==> config.mk <==
export PLATFORM = sky130hd
export DESIGN_NAME = bridge_command_exec_control
export DESIGN_NICKNAME = d
export VERILOG_FILES = /design/src/common/exec_ctrl_pkg.sv /design/src/hw/bridge_command_exec_control.sv
export VERILOG_INCLUDE_DIRS = /design/src /design/src/common
export SDC_FILE = /design/constraint.sdc
export NUM_CORES = 1
export LEC_CHECK = 0
export BUFFER_PORTS_ARGS = -buffer_cell sky130_fd_sc_hd__buf_2
export CAP_MARGIN = 10
export CORE_MARGIN = 5
export CORE_UTILIZATION = 59
export DETAILED_ROUTE_END_ITERATION = 7
export GPL_ROUTABILITY_DRIVEN = 0
export MAX_ROUTING_LAYER = met4
export PLACE_DENSITY = 0.91
export SYNTH_ARGS = -nofsm -noshare
export SYNTH_HDL_FRONTEND = slang
export SYNTH_SLANG_ARGS = --single-unit
export TNS_END_PERCENT = 50
==> constraint.sdc <==
create_clock -name clk -period 4.2 [get_ports clk]
set_input_delay 0.84 -clock clk [delete_from_list [all_inputs] [get_ports clk]]
set_output_delay 0.84 -clock clk [all_outputs]
set_load 0.03 [all_outputs]
==> src/common/exec_ctrl_defs.svh <==
`ifndef EXEC_CTRL_DEFS_SVH
`define EXEC_CTRL_DEFS_SVH
// Function
// - Power-on: pullup off, speed change off, regular
// - Power-on pullup duration code is 0x20
// - Power-on slew 0x5, write-one 0x4, recovery 0x4
// - Mode settings change only by host command
// - Control commands act immediately, never queued
// - Device reset equals power-on reset, and also pulses both data FIFO flushes
// - Start enables queued non-immediate command execution
// - Resume restarts processing after either halt
// - Halt-idle stops current command at bus idle
// - Halt-done lets current command finish, then stops
// - Either halt ends infinite strong pullup
// - Flush commands empties command FIFO while halted
// - Flush receive empties receive FIFO while halted
// - Flush transmit empties transmit FIFO while halted
// - Fetch returns queued bytes only while halted
// - Each fetched byte leaves the command FIFO
// - Unfetched bytes stay queued for later execution
// - Short packet when request exceeds queued bytes
// - Macro bit suppresses the result of its command
// - Result depends on macro and notify bits
// - Command and data FIFO fill readable by host

// ----------
// Register offsets (byte addresses)
// ----------
`define OFS_CTRL_CMD     12'h000
`define OFS_MODE         12'h004
`define OFS_STATUS       12'h008
`define OFS_FILL         12'h00c
`define OFS_CMD_PUSH     12'h010
`define OFS_FETCH_LEN    12'h014
`define OFS_FETCH_DATA   12'h018
`define OFS_DONE         12'h01c

// ----------
// Control command codes written to OFS_CTRL_CMD
// ----------
`define CC_RESET         4'h0
`define CC_START         4'h1
`define CC_RESUME        4'h2
`define CC_HALT_IDLE     4'h3
`define CC_HALT_DONE     4'h4
`define CC_FLUSH_CMDS    4'h5
`define CC_FLUSH_RCV     4'h6
`define CC_FLUSH_XMT     4'h7
`define CC_FETCH         4'h8

// ----------
// Mode register field positions
// ----------
`define MODE_PULSE_BIT   0
`define MODE_SPDCHG_BIT  1
`define MODE_SPEED_LSB   4
`define MODE_DUR_LSB     8
`define MODE_SLEW_LSB    16
`define MODE_W1LT_LSB    20
`define MODE_DSO_LSB     24

// ----------
// Power-on mode values
// ----------
`define RST_PULSE_EN     1'b0
`define RST_SPDCHG_EN    1'b0
`define RST_SPEED        3'h0
`define RST_DURATION     8'h20
`define RST_SLEW         3'h5
`define RST_W1LT         3'h4
`define RST_DSO          3'h4

// ----------
// Command byte bits and FIFO sizing
// ----------
`define BIT_IMMEDIATE    0
`define BIT_MACRO        1
`define BIT_NOTIFY       2
`define CMDQ_DEPTH       16
`define CMDQ_AW          4
`define FILL_W           5
`endif

==> src/common/exec_ctrl_pkg.sv <==
package exec_ctrl_pkg;
    // Mode settings held for the bus engine
    typedef struct packed {
        logic       pulse_en;
        logic       speed_chg_en;
        logic [2:0] speed;
        logic [7:0] duration;
        logic [2:0] slew;
        logic [2:0] write1_low;
        logic [2:0] sample_offset_recovery_time;
    } mode_t;

    // Engine execution states
    typedef enum logic [1:0] {
        ST_IDLE   = 2'b00,
        ST_RUN    = 2'b01,
        ST_HALTED = 2'b10
    } exec_st_t;

    // Command handed to the bus engine
    typedef struct packed {
        logic       valid;
        logic [7:0] byte_val;
    } issue_t;

    // Engine feedback
    typedef struct packed {
        logic       done;
        logic       bus_idle;
        logic [4:0] rx_fill;
        logic [4:0] tx_fill;
    } engine_fb_t;
endpackage

==> src/hw/bridge_command_exec_control.sv <==
`include "exec_ctrl_defs.svh"

module bridge_command_exec_control (
    input  wire logic                      clk,
    input  wire logic                      rstn,
    input  wire logic                      psel,
    input  wire logic                      penable,
    input  wire logic                      pwrite,
    input  wire logic [11:0]               paddr,
    input  wire logic [31:0]               pwdata,
    output logic      [31:0]               prdata,
    output logic                           pready,
    output logic                           pslverr,
    input  wire exec_ctrl_pkg::engine_fb_t fb,
    output exec_ctrl_pkg::issue_t          issue,
    output exec_ctrl_pkg::mode_t           mode,
    output logic                           pullup_abort,
    output logic                           flush_rx,
    output logic                           flush_tx,
    output logic                           result_valid,
    output logic                           fetch_short
);
    import exec_ctrl_pkg::*;

    // ------------------------------------------------------------
    // State
    // ------------------------------------------------------------
    typedef struct packed {
        exec_st_t              st;          // Execution state
        logic                  started;     // Start received
        logic                  halt_idle;   // Pending halt at bus idle
        logic                  halt_done;   // Pending halt at command end
        logic                  busy;        // A command is in the engine
        logic                  busy_macro;  // Its macro bit
        logic                  busy_ntf;    // Its notify bit
        mode_t                 mode;        // Mode settings
        logic [`CMDQ_AW-1:0]   rd;          // Queue read index
        logic [`CMDQ_AW-1:0]   wr;          // Queue write index
        logic [`FILL_W-1:0]    cnt;         // Queue fill
        logic [`CMDQ_DEPTH-1:0][7:0] q;     // Queue storage
        logic [15:0]           fetch_left;  // Bytes still requested
        logic [31:0]           prdata;
        logic                  pready;
        logic                  pslverr;
        issue_t                issue;
        logic                  abort;
        logic                  frx;
        logic                  ftx;
        logic                  res;
        logic                  short_pkt;
    } state_t;

    state_t s_r;
    state_t s_nxt;

    logic          acc;      // Access phase of a transfer
    logic          wr_acc;   // Write access
    logic          halted;   // Engine halted
    logic [3:0]    cc;       // Control command code

    assign acc    = psel && penable && !s_r.pready;
    assign wr_acc = acc && pwrite;
    assign halted = (s_r.st == ST_HALTED);
    assign cc     = pwdata[3:0];

    // ------------------------------------------------------------
    // Next-state logic
    // ------------------------------------------------------------
    always_comb begin
        s_nxt           = s_r;
        // Pulses last one cycle
        s_nxt.pready    = 1'b0;
        s_nxt.pslverr   = 1'b0;
        s_nxt.issue     = '0;
        s_nxt.abort     = 1'b0;
        s_nxt.frx       = 1'b0;
        s_nxt.ftx       = 1'b0;
        s_nxt.res       = 1'b0;
        s_nxt.short_pkt = 1'b0;

        // Command completion from the engine
        if (s_r.busy && fb.done) begin
            s_nxt.busy = 1'b0;
            // Result only when macro clear and notify set
            s_nxt.res  = !s_r.busy_macro && s_r.busy_ntf;
            if (s_r.halt_done) begin
                s_nxt.st        = ST_HALTED;
                s_nxt.halt_done = 1'b0;
            end
        end

        // Halt at idle: stop once the bus settles
        if (s_r.halt_idle && fb.bus_idle) begin
            s_nxt.st        = ST_HALTED;
            s_nxt.halt_idle = 1'b0;
            s_nxt.busy      = 1'b0;
        end

        // Issue next queued byte; immediate bytes run before start.
        if (s_r.st != ST_HALTED && !s_r.busy && s_r.cnt != '0
            && !s_r.halt_idle && !s_r.halt_done) begin
            if (s_r.started || s_r.q[s_r.rd][`BIT_IMMEDIATE]) begin
                s_nxt.issue.valid    = 1'b1;
                s_nxt.issue.byte_val = s_r.q[s_r.rd];
                s_nxt.busy           = 1'b1;
                s_nxt.busy_macro     = s_r.q[s_r.rd][`BIT_MACRO];
                s_nxt.busy_ntf       = s_r.q[s_r.rd][`BIT_NOTIFY];
                s_nxt.rd             = s_r.rd + 1'b1;
                s_nxt.cnt            = s_r.cnt - 1'b1;
                s_nxt.st             = ST_RUN;
            end
        end

        // APB register access, one wait state
        if (acc) begin
            s_nxt.pready = 1'b1;
            s_nxt.prdata = '0;
            case (paddr)
                `OFS_CTRL_CMD: begin
                    if (pwrite) begin
                        // Control commands act in this cycle
                        case (cc)
                            `CC_RESET: begin
                                s_nxt            = '0;
                                s_nxt.mode       = reset_mode();
                                s_nxt.st         = ST_IDLE;
                                s_nxt.frx        = 1'b1;
                                s_nxt.ftx        = 1'b1;
                                s_nxt.pready     = 1'b1;
                            end
                            `CC_START: begin
                                s_nxt.started = 1'b1;
                                if (s_r.st == ST_IDLE) begin
                                    s_nxt.st = ST_RUN;
                                end
                            end
                            `CC_RESUME: begin
                                if (halted) begin
                                    s_nxt.st = ST_RUN;
                                end
                            end
                            `CC_HALT_IDLE: begin
                                s_nxt.halt_idle = 1'b1;
                                s_nxt.abort     = 1'b1;
                            end
                            `CC_HALT_DONE: begin
                                s_nxt.abort = 1'b1;
                                // Next-state busy: a done in this cycle must not strand the halt
                                if (s_nxt.busy) begin
                                    s_nxt.halt_done = 1'b1;
                                end else begin
                                    s_nxt.st = ST_HALTED;
                                end
                            end
                            `CC_FLUSH_CMDS: begin
                                if (halted) begin
                                    s_nxt.rd  = '0;
                                    s_nxt.wr  = '0;
                                    s_nxt.cnt = '0;
                                end else begin
                                    s_nxt.pslverr = 1'b1;
                                end
                            end
                            `CC_FLUSH_RCV: begin
                                // Refused unless halted
                                s_nxt.frx     = halted;
                                s_nxt.pslverr = !halted;
                            end
                            `CC_FLUSH_XMT: begin
                                s_nxt.ftx     = halted;
                                s_nxt.pslverr = !halted;
                            end
                            default: begin
                                s_nxt.pslverr = 1'b1;
                            end
                        endcase
                    end
                end
                `OFS_MODE: begin
                    if (pwrite) begin
                        // Only host writes touch the mode
                        s_nxt.mode = unpack_mode(pwdata);
                    end
                    s_nxt.prdata = pack_mode(s_r.mode);
                end
                `OFS_STATUS: begin
                    s_nxt.prdata = {26'h0, s_r.halt_done, s_r.halt_idle,
                                    s_r.busy, s_r.started, s_r.st};
                end
                `OFS_FILL: begin
                    // Queue and data FIFO fill levels
                    s_nxt.prdata = {11'h0, fb.tx_fill, 3'h0, fb.rx_fill,
                                    3'h0, s_r.cnt};
                end
                `OFS_CMD_PUSH: begin
                    if (pwrite) begin
                        if (s_r.cnt != 5'(`CMDQ_DEPTH)) begin
                            s_nxt.q[s_r.wr] = pwdata[7:0];
                            s_nxt.wr        = s_r.wr + 1'b1;
                            s_nxt.cnt       = s_nxt.cnt + 1'b1;
                        end else begin
                            s_nxt.pslverr = 1'b1; // Full: dropped
                        end
                    end
                end
                `OFS_FETCH_LEN: begin
                    // Host supplies the wanted length
                    if (pwrite) begin
                        if (halted) begin
                            s_nxt.fetch_left = pwdata[15:0];
                        end else begin
                            s_nxt.pslverr = 1'b1;
                        end
                    end
                    s_nxt.prdata = {16'h0, s_r.fetch_left};
                end
                `OFS_FETCH_DATA: begin
                    if (!pwrite && halted && s_r.fetch_left != '0) begin
                        if (s_r.cnt != '0) begin
                            // Byte leaves the queue as it is read
                            s_nxt.prdata     = {24'h0, s_r.q[s_r.rd]};
                            s_nxt.rd         = s_r.rd + 1'b1;
                            s_nxt.cnt        = s_r.cnt - 1'b1;
                            s_nxt.fetch_left = s_r.fetch_left - 1'b1;
                        end else begin
                            // Queue ran dry before the length
                            s_nxt.short_pkt  = 1'b1;
                            s_nxt.fetch_left = '0;
                            s_nxt.prdata     = 32'h0000_0100;
                        end
                    end else if (pwrite || !halted) begin
                        s_nxt.pslverr = 1'b1;
                    end
                end
                `OFS_DONE: begin
                    s_nxt.prdata = {31'h0, s_r.res};
                end
                default: begin
                    s_nxt.pslverr = 1'b1; // Unmapped address
                end
            endcase
        end
    end

    // ------------------------------------------------------------
    // Mode helpers
    // ------------------------------------------------------------
    function automatic mode_t reset_mode();
        // Fields in struct order
        return {`RST_PULSE_EN, `RST_SPDCHG_EN, `RST_SPEED,
                `RST_DURATION,
                `RST_SLEW, `RST_W1LT, `RST_DSO};
    endfunction

    function automatic mode_t unpack_mode(input logic [31:0] d);
        return {d[`MODE_PULSE_BIT], d[`MODE_SPDCHG_BIT], d[`MODE_SPEED_LSB +: 3],
                d[`MODE_DUR_LSB +: 8], d[`MODE_SLEW_LSB +: 3], d[`MODE_W1LT_LSB +: 3],
                d[`MODE_DSO_LSB +: 3]};
    endfunction

    function automatic logic [31:0] pack_mode(input mode_t m);
        logic [31:0] d;
        d                        = '0;
        d[`MODE_PULSE_BIT]       = m.pulse_en;
        d[`MODE_SPDCHG_BIT]      = m.speed_chg_en;
        d[`MODE_SPEED_LSB +: 3]  = m.speed;
        d[`MODE_DUR_LSB +: 8]    = m.duration;
        d[`MODE_SLEW_LSB +: 3]   = m.slew;
        d[`MODE_W1LT_LSB +: 3]   = m.write1_low;
        d[`MODE_DSO_LSB +: 3]    = m.sample_offset_recovery_time;
        return d;
    endfunction

    // ------------------------------------------------------------
    // State register
    // ------------------------------------------------------------
    always_ff @(posedge clk) begin
        if (!rstn) begin
            s_r      <= '0;
            s_r.mode <= reset_mode();
            s_r.st   <= ST_IDLE;
        end else begin
            s_r <= s_nxt;
        end
    end

    // Outputs straight from the state flops
    assign prdata       = s_r.prdata;
    assign pready       = s_r.pready;
    assign pslverr      = s_r.pslverr;
    assign issue        = s_r.issue;
    assign mode         = s_r.mode;
    assign pullup_abort = s_r.abort;
    assign flush_rx     = s_r.frx;
    assign flush_tx     = s_r.ftx;
    assign result_valid = s_r.res;
    assign fetch_short  = s_r.short_pkt;
endmodule

-- Yosys cells after proc, flatten, opt, wreduce, memory -nomap -nowiden
Cells that the tools add are included.
- input port bits: 61
- bits in latches: 0
- output and inout port bits: 70
- logic and storage cells: 193
- memory bits (writable): 0
- memories: 0
- memory bits (read-only): 0
- register bits after elaboration: 235
- bitwise operators: 0
- reductions and logical operators: 41
- div/mod/pow operators: 0
- multiplexer cells: 73
- multipliers: 0
- magnitude comparators: 3
- shifts and indexed selects: 0
- eq/ne operators: 27
- $add $sub $neg: 5
- operators with widths (kind ; count):
    235-bit two-way mux ; 2
    137-bit two-way mux ; 2
    128-bit one-hot mux with 2 select lines ; 1
    32-bit one-hot mux with 7 select lines ; 1
    177-bit two-way mux ; 1
    128-bit bitwise mux ; 1
    48-bit two-way mux ; 2
    12-bit by 5-bit equality test with 1-bit output (second input constant) ; 4
    16-bit one-hot mux with 3 select lines ; 1
    22-bit one-hot mux with 2 select lines ; 1
    8-bit binary-select mux with 4-bit select ; 1
    8-bit demux with 4-bit select ; 1
    16-bit two-way mux ; 2
    9-bit two-way mux ; 3
    13-bit two-way mux ; 2
    13-bit one-hot mux with 2 select lines ; 1
    25-bit two-way mux ; 1
    12-bit by 4-bit equality test with 1-bit output (second input constant) ; 2
    8-bit two-way mux ; 3
    22-bit two-way mux ; 1
    2-bit two-way mux ; 10
    5-bit two-way mux ; 4
    4-bit by 3-bit equality test with 1-bit output (second input constant) ; 4
    4-bit two-way mux ; 4
    other kinds (41) ; 94

-- Longest topological paths before layout
- word-level depth: 11
- gate-level depth with buffers: 15
- depth with buffers taken out: 14

-- Worst setup path before layout
Ideal clock, no wire load.
- path kind: register to register
- start point: reg s_r[201] in the netlist's numbering
- end point: reg s_r[194] in the netlist's numbering
- arrival: 2.911 ns
- data required time: 4.075 ns
- stages on the path, launching flop included: 13
- setup slack: 1.163 ns
- period minus slack after synthesis: 3.037 ns
- buffers on the path: 1
- library setup time: 0.125 ns
- path through: dfxtp_1 -> mux4_1 -> o211a_1 -> a2111oi_4 -> a21bo_4 -> buf_12 -> o21ai_0 -> ha_1 -> nand2_1 -> nor2_1 -> mux2i_1 -> nor2_1 -> o41a_1
- cells in the longest elaborated chain, start to end: 10
- elaborated cells between the ends (all ways): 15
- classes of those cells: 1 x add/sub; 13 x mux; 1 x reduce/logical
- RTL lines (item ; line ; source):
    start: declaration ; bridge_command_exec_control.sv:53 ; state_t s_r;
    start signal: assignment ; bridge_command_exec_control.sv:283 ; s_r <= s_nxt;
    8-bit binary-select mux with 4-bit select * ; bridge_command_exec_control.sv:102 ; if (s_r.started || s_r.q[s_r.rd][`BIT_IMMEDIATE]) begin
    8-bit two-way mux * ; -- ;
    1-bit logical OR * ; bridge_command_exec_control.sv:102 ;
    5-bit two-way mux * ; bridge_command_exec_control.sv:102 ;
    5-bit two-way mux * ; bridge_command_exec_control.sv:100 ; if (s_r.st != ST_HALTED && !s_r.busy && s_r.cnt != '0
    5-bit by 1-bit adder with 5-bit output / 13-bit two-way mux (equally long branches) ; bridge_command_exec_control.sv:200, bridge_command_exec_control.sv:156 ;
    137-bit two-way mux / 13-bit one-hot mux with 2 select lines (equally long branches) ; bridge_command_exec_control.sv:197, bridge_command_exec_control.sv:122 ;
    137-bit two-way mux / 235-bit two-way mux (equally long branches) ; bridge_command_exec_control.sv:196, bridge_command_exec_control.sv:120 ;
    5-bit one-hot mux with 3 select lines ; bridge_command_exec_control.sv:118 ; case (paddr)
    235-bit two-way mux * ; bridge_command_exec_control.sv:115 ; if (acc) begin
Every way passes the cells marked *; elsewhere a longest branch is shown, timed or not. The select of a mux whose other input is x is not followed.
A chain may end at the register's enable or synchronous reset.

-- Final worst setup path
Ends and elaborated chain as after synthesis.

==> results.json <==
{
  "outcome": "complete, no violations",
  "overflow": 0,
  "synthMuxAreaShare_pct": 9.211,
  "routed_via_density": 6.426,
  "critPathTopFamily": "compound AO/OA/AOI/OAI gates",
  "clk_pin_slew_ns": 0.07,
  "cts.sinks": 229,
  "r2r_cells": 11,
  "finClkSkew_ns": 0.01850,
  "holdCritPathClass": "flip-flop to flip-flop",
  "cts_resized": 0,
  "synth_xor_area_share_pct": 0.6089,
  "cts_buffer_depth": 3,
  "antenna_found_initial": 0,
  "dr_total_vias": 10530,
  "async_flop_share_pct": 0,
  "synthAdderAreaFrac_pct": 0.8856,
  "path_max_fanout": 14,
  "avgSynthCellArea_um2": 8.154,
  "grt_use_met2_pct": 47.82,
  "dieArea_um2": 22020,
  "yosysWarnings": 0,
  "drtPass1Iterations": 6,
  "hold_violations": 0,
  "die_x_um": 148.4,
  "cts_hold_buf": 0,
  "met1_usage_pct": 35.26,
  "drt-initial-drc-count": 1404,
  "cpPeakStageDelay_ns": 0.67,
  "final_nets": 1456,
  "p_leak_nw": 4.387,
  "period_minus_slack_ns": 3.581,
  "areaGrowthSynthToFinish_pct": 8.546,
  "seq_power_share_pct": 46.5,
  "path_cells": "mux4_1 > o211a_1 > a2111oi_4 > a21bo_4 > o21ai_0 > ha_1 > nand2_1 > nor2_1 > mux2i_1 > nor2_1 > o41a_1",
  "crit_cells": 11,
  "finalSetupTns_ns": 0,
  "grt_pass1_vias": 10120,
  "syn-cell-area_um2": 11300,
  "post_cts.repair.setup_buffers": 0,
  "slowest_stage": "mux4_1",
  "synth-compound-area-share_pct": 16.72,
  "max_freq_ghz": 0.2793,
  "port_buffers": 117,
  "min_period_over_period_pct": 85.25,
  "dp_hpwl_um": 21400,
  "yosysSeqAreaShare_pct": 40.56,
  "grt_max_degree": 75,
  "switching_power_mw": 1.051,
  "cts_tree": "built",
  "critPathKind": "flip-flop to flip-flop",
  "swShare_pct": 22.33,
  "synth_top_cells_by_area": "dfxtp_1 41%, nand2_1 11%, a21oi_1 8.8%",
  "ys_ff_latch": 229,
  "cp.buffers_inverters": 0,
  "r2r_slack_ns": 0.62,
  "yosysTopAreaCellShare_pct": 40.56,
  "relSlewSlack_pct": 33.93,
  "io_pins": 131,
  "finalSetupViolCount": 0,
  "rows": 50,
  "ant_nets": 0,
  "routed_wl_um": 32610,
  "synth_top_family_by_area": "simple AND/OR/NAND/NOR gates",
  "clk_latency_ns": 0.53,
  "cts_root_buffer": "clkbuf_16",
  "diodes": 0,
  "clock_power_share_pct": 48.9,
  "start_kind": "flip-flop",
  "synth_ff_type": "dfxtp_1",
  "rsz0062_at_grt": "no",
  "drive_gt1_share_pct": 17.66,
  "synth-edff-count": 0,
  "grt_busiest_layer": "met2",
  "p_per_area_nw_per_um2": 383.8,
  "ir_drop_mv": 0.3822,
  "worst_setup_path_end_kind": "flip-flop",
  "comb_power_share_pct": 4.6,
  "synthSimpleGateAreaFrac_pct": 22.92,
  "grtUsageTotal_pct": 29.27,
  "die_h_um": 148.4,
  "start_util_pct": 60.22,
  "cap_violations": 0,
  "crit_top_cell": "nor2_1",
  "internal_power_mw": 3.657,
  "utilization_pct": 65.37,
  "maxSlewViolCount": 0,
  "cts_max_level": 1,
  "synth_largest_area_cell": "dfxtp_1",
  "core_area_um2": 18770,
  "whs_path_depth": 1,
  "groute.layer.met3.usage_pct": 5.424,
  "synthCells": 1386,
  "wire_per_inst_um": 19.91,
  "worstMarginPinSlew_ns": 0.9881,
  "drc": 0,
  "arrival_ns": 3.99,
  "synthDistinctLibCells": 81,
  "crit_required_ns": 4.61,
  "numCtsBuffers": 24,
  "grt_pass1_wl_um": 51720
}
[stage by stage]
step           setup WS (ns)  hold WS, ns  cell area (um^2)  power [mW]  instances
3_5_place_dp          0.6030       0.4099             11420       2.448       1595
3_3_place_gp          0.8486       0.4064             11420       2.442       1595
6_report              0.6193       0.4235             12270       4.708       1638
4_1_cts               0.6834       0.4199             12270       4.710       1638
2_1_floorplan          1.163       0.3974             11320       2.393       1391
5_1_grt               0.4880       0.4439             12270       4.840       1638
[worst register-to-register path: stages (launching register included)]
cell and delay (ns):
dfxtp_2 0.47, mux4_1 0.67, o211a_1 0.27, a2111oi_4 0.54
a21bo_4 0.34, o21ai_0 0.17, ha_1 0.23, nand2_1 0.10
nor2_1 0.05, mux2i_1 0.18, nor2_1 0.06, o41a_1 0.40
[power groups by stage]
| stage | sequential, mW | clock (mW) | combinational [mW] |
|---|---|---|---|
| after floorplan | 2.23 | 0 | 0.159 |
| final | 2.19 | 2.30 | 0.219 |
| after detailed placement | 2.24 | 0 | 0.212 |
| after CTS | 2.19 | 2.31 | 0.214 |
| after global placement | 2.24 | 0 | 0.207 |
| after global routing | 2.19 | 2.42 | 0.231 |
[logic make-up after synthesis]
group / Yosys count
buffers and inverters: 182
flip-flops: 229
AO/OA/AOI/OAI: 314
XOR/XNOR: 7
other: 1
multiplexers: 55
adder cells (fa/ha/maj): 8
AND/OR/NAND/NOR: 590
[sequential cells by signal (all words and copies together), names as in the netlist]
signal	flops
fetch_short	1
mode	22
flush_tx	1
pslverr	1
issue	9
flush_rx	1
prdata	26
pullup_abort	1
pready	1
result_valid	1
s_r	165
[layer usage]
metal | up-vias | wire (um) | share of wire [%]
met4 | 0 | 1725 | 5.3
met5 | - | 0 | 0
li1 | 4743 | - | -
met2 | 723 | 15490 | 48
met3 | 155 | 3439 | 11
met1 | 4905 | 11950 | 37
[path summary, 6_finish.rpt]
| kind | start | end |
|---|---|---|
| setup / recovery | s_r[201]$_SDFF_PN0_ | s_r[194]$_SDFF_PN0_ |
| hold reg to reg | s_r[228]$_SDFF_PN0_ | result_valid$_SDFF_PN0_ |
| setup reg to reg | s_r[201]$_SDFF_PN0_ | s_r[194]$_SDFF_PN0_ |
| hold / removal | s_r[228]$_SDFF_PN0_ | result_valid$_SDFF_PN0_ |
[cells in the mapped netlist (4+ instances only)]
| cell type | number |
|---|---|
| dfxtp_1 | 229 |
| buf_2 | 17 |
| nand2b_1 | 4 |
| ha_1 | 8 |
| inv_1 | 14 |
| nor2b_1 | 4 |
| mux4_2 | 37 |
| nand3_1 | 34 |
| a211oi_1 | 13 |
| a31oi_1 | 5 |
| nand4_1 | 5 |
| a221oi_1 | 10 |
| buf_4 | 64 |
| mux2i_1 | 8 |
| a21oi_1 | 198 |
| mux2_2 | 9 |
| and3_1 | 12 |
| and2_1 | 22 |
| clkbuf_1 | 74 |
| o21ai_0 | 37 |
| nor3_1 | 22 |
| nand2_1 | 345 |
| buf_1 | 6 |
| a222oi_1 | 13 |
| nand3b_1 | 9 |
| nor2_1 | 95 |
| nor4_1 | 8 |
[cells in the final DEF (no fill, tap or decap), types with 3 or more instances in the layout]
| cell | instances |
|---|---|
| bufinv_16 | 5 |
| conb_1 | 6 |
| a31oi_1 | 5 |
| a311oi_1 | 3 |
| clkbuf_1 | 4 |
| mux4_2 | 37 |
| nor4_1 | 8 |
| a21oi_1 | 198 |
| nor2b_1 | 4 |
| a222oi_1 | 13 |
| nand4_1 | 5 |
| ha_1 | 8 |
| mux2i_1 | 8 |
| o22ai_1 | 3 |
| nand3_1 | 34 |
| mux2_2 | 9 |
| buf_4 | 18 |
| nor3_1 | 22 |
| clkbuf_16 | 25 |
| nor4b_1 | 3 |
| a22oi_1 | 3 |
| and2_1 | 22 |
| nor2_1 | 94 |
| o21a_1 | 3 |
| nand3b_1 | 9 |
| nor3b_1 | 3 |
| dfxtp_1 | 228 |
| nand2b_1 | 4 |
| nand2_1 | 344 |
| xor2_1 | 3 |
| clkinv_2 | 7 |
| buf_2 | 117 |
| a221oi_1 | 10 |
| and3_1 | 12 |
| inv_1 | 13 |
| a211oi_1 | 13 |
| xnor2_1 | 3 |
| o21ai_0 | 37 |
[area by class of cell]
class / count / area [um^2]
Sequential cell: 229 / 4586
Clock inverter: 13 / 196.4
Tap cell: 234 / 292.8
Inverter: 15 / 56.30
Timing Repair Buffer: 137 / 760.7
Clock buffer: 30 / 654.4
Multi-Input combinational cell: 980 / 5722
Fill cell: 1475 / 6500
No activity file was read; power rests on OpenSTA's default activity.
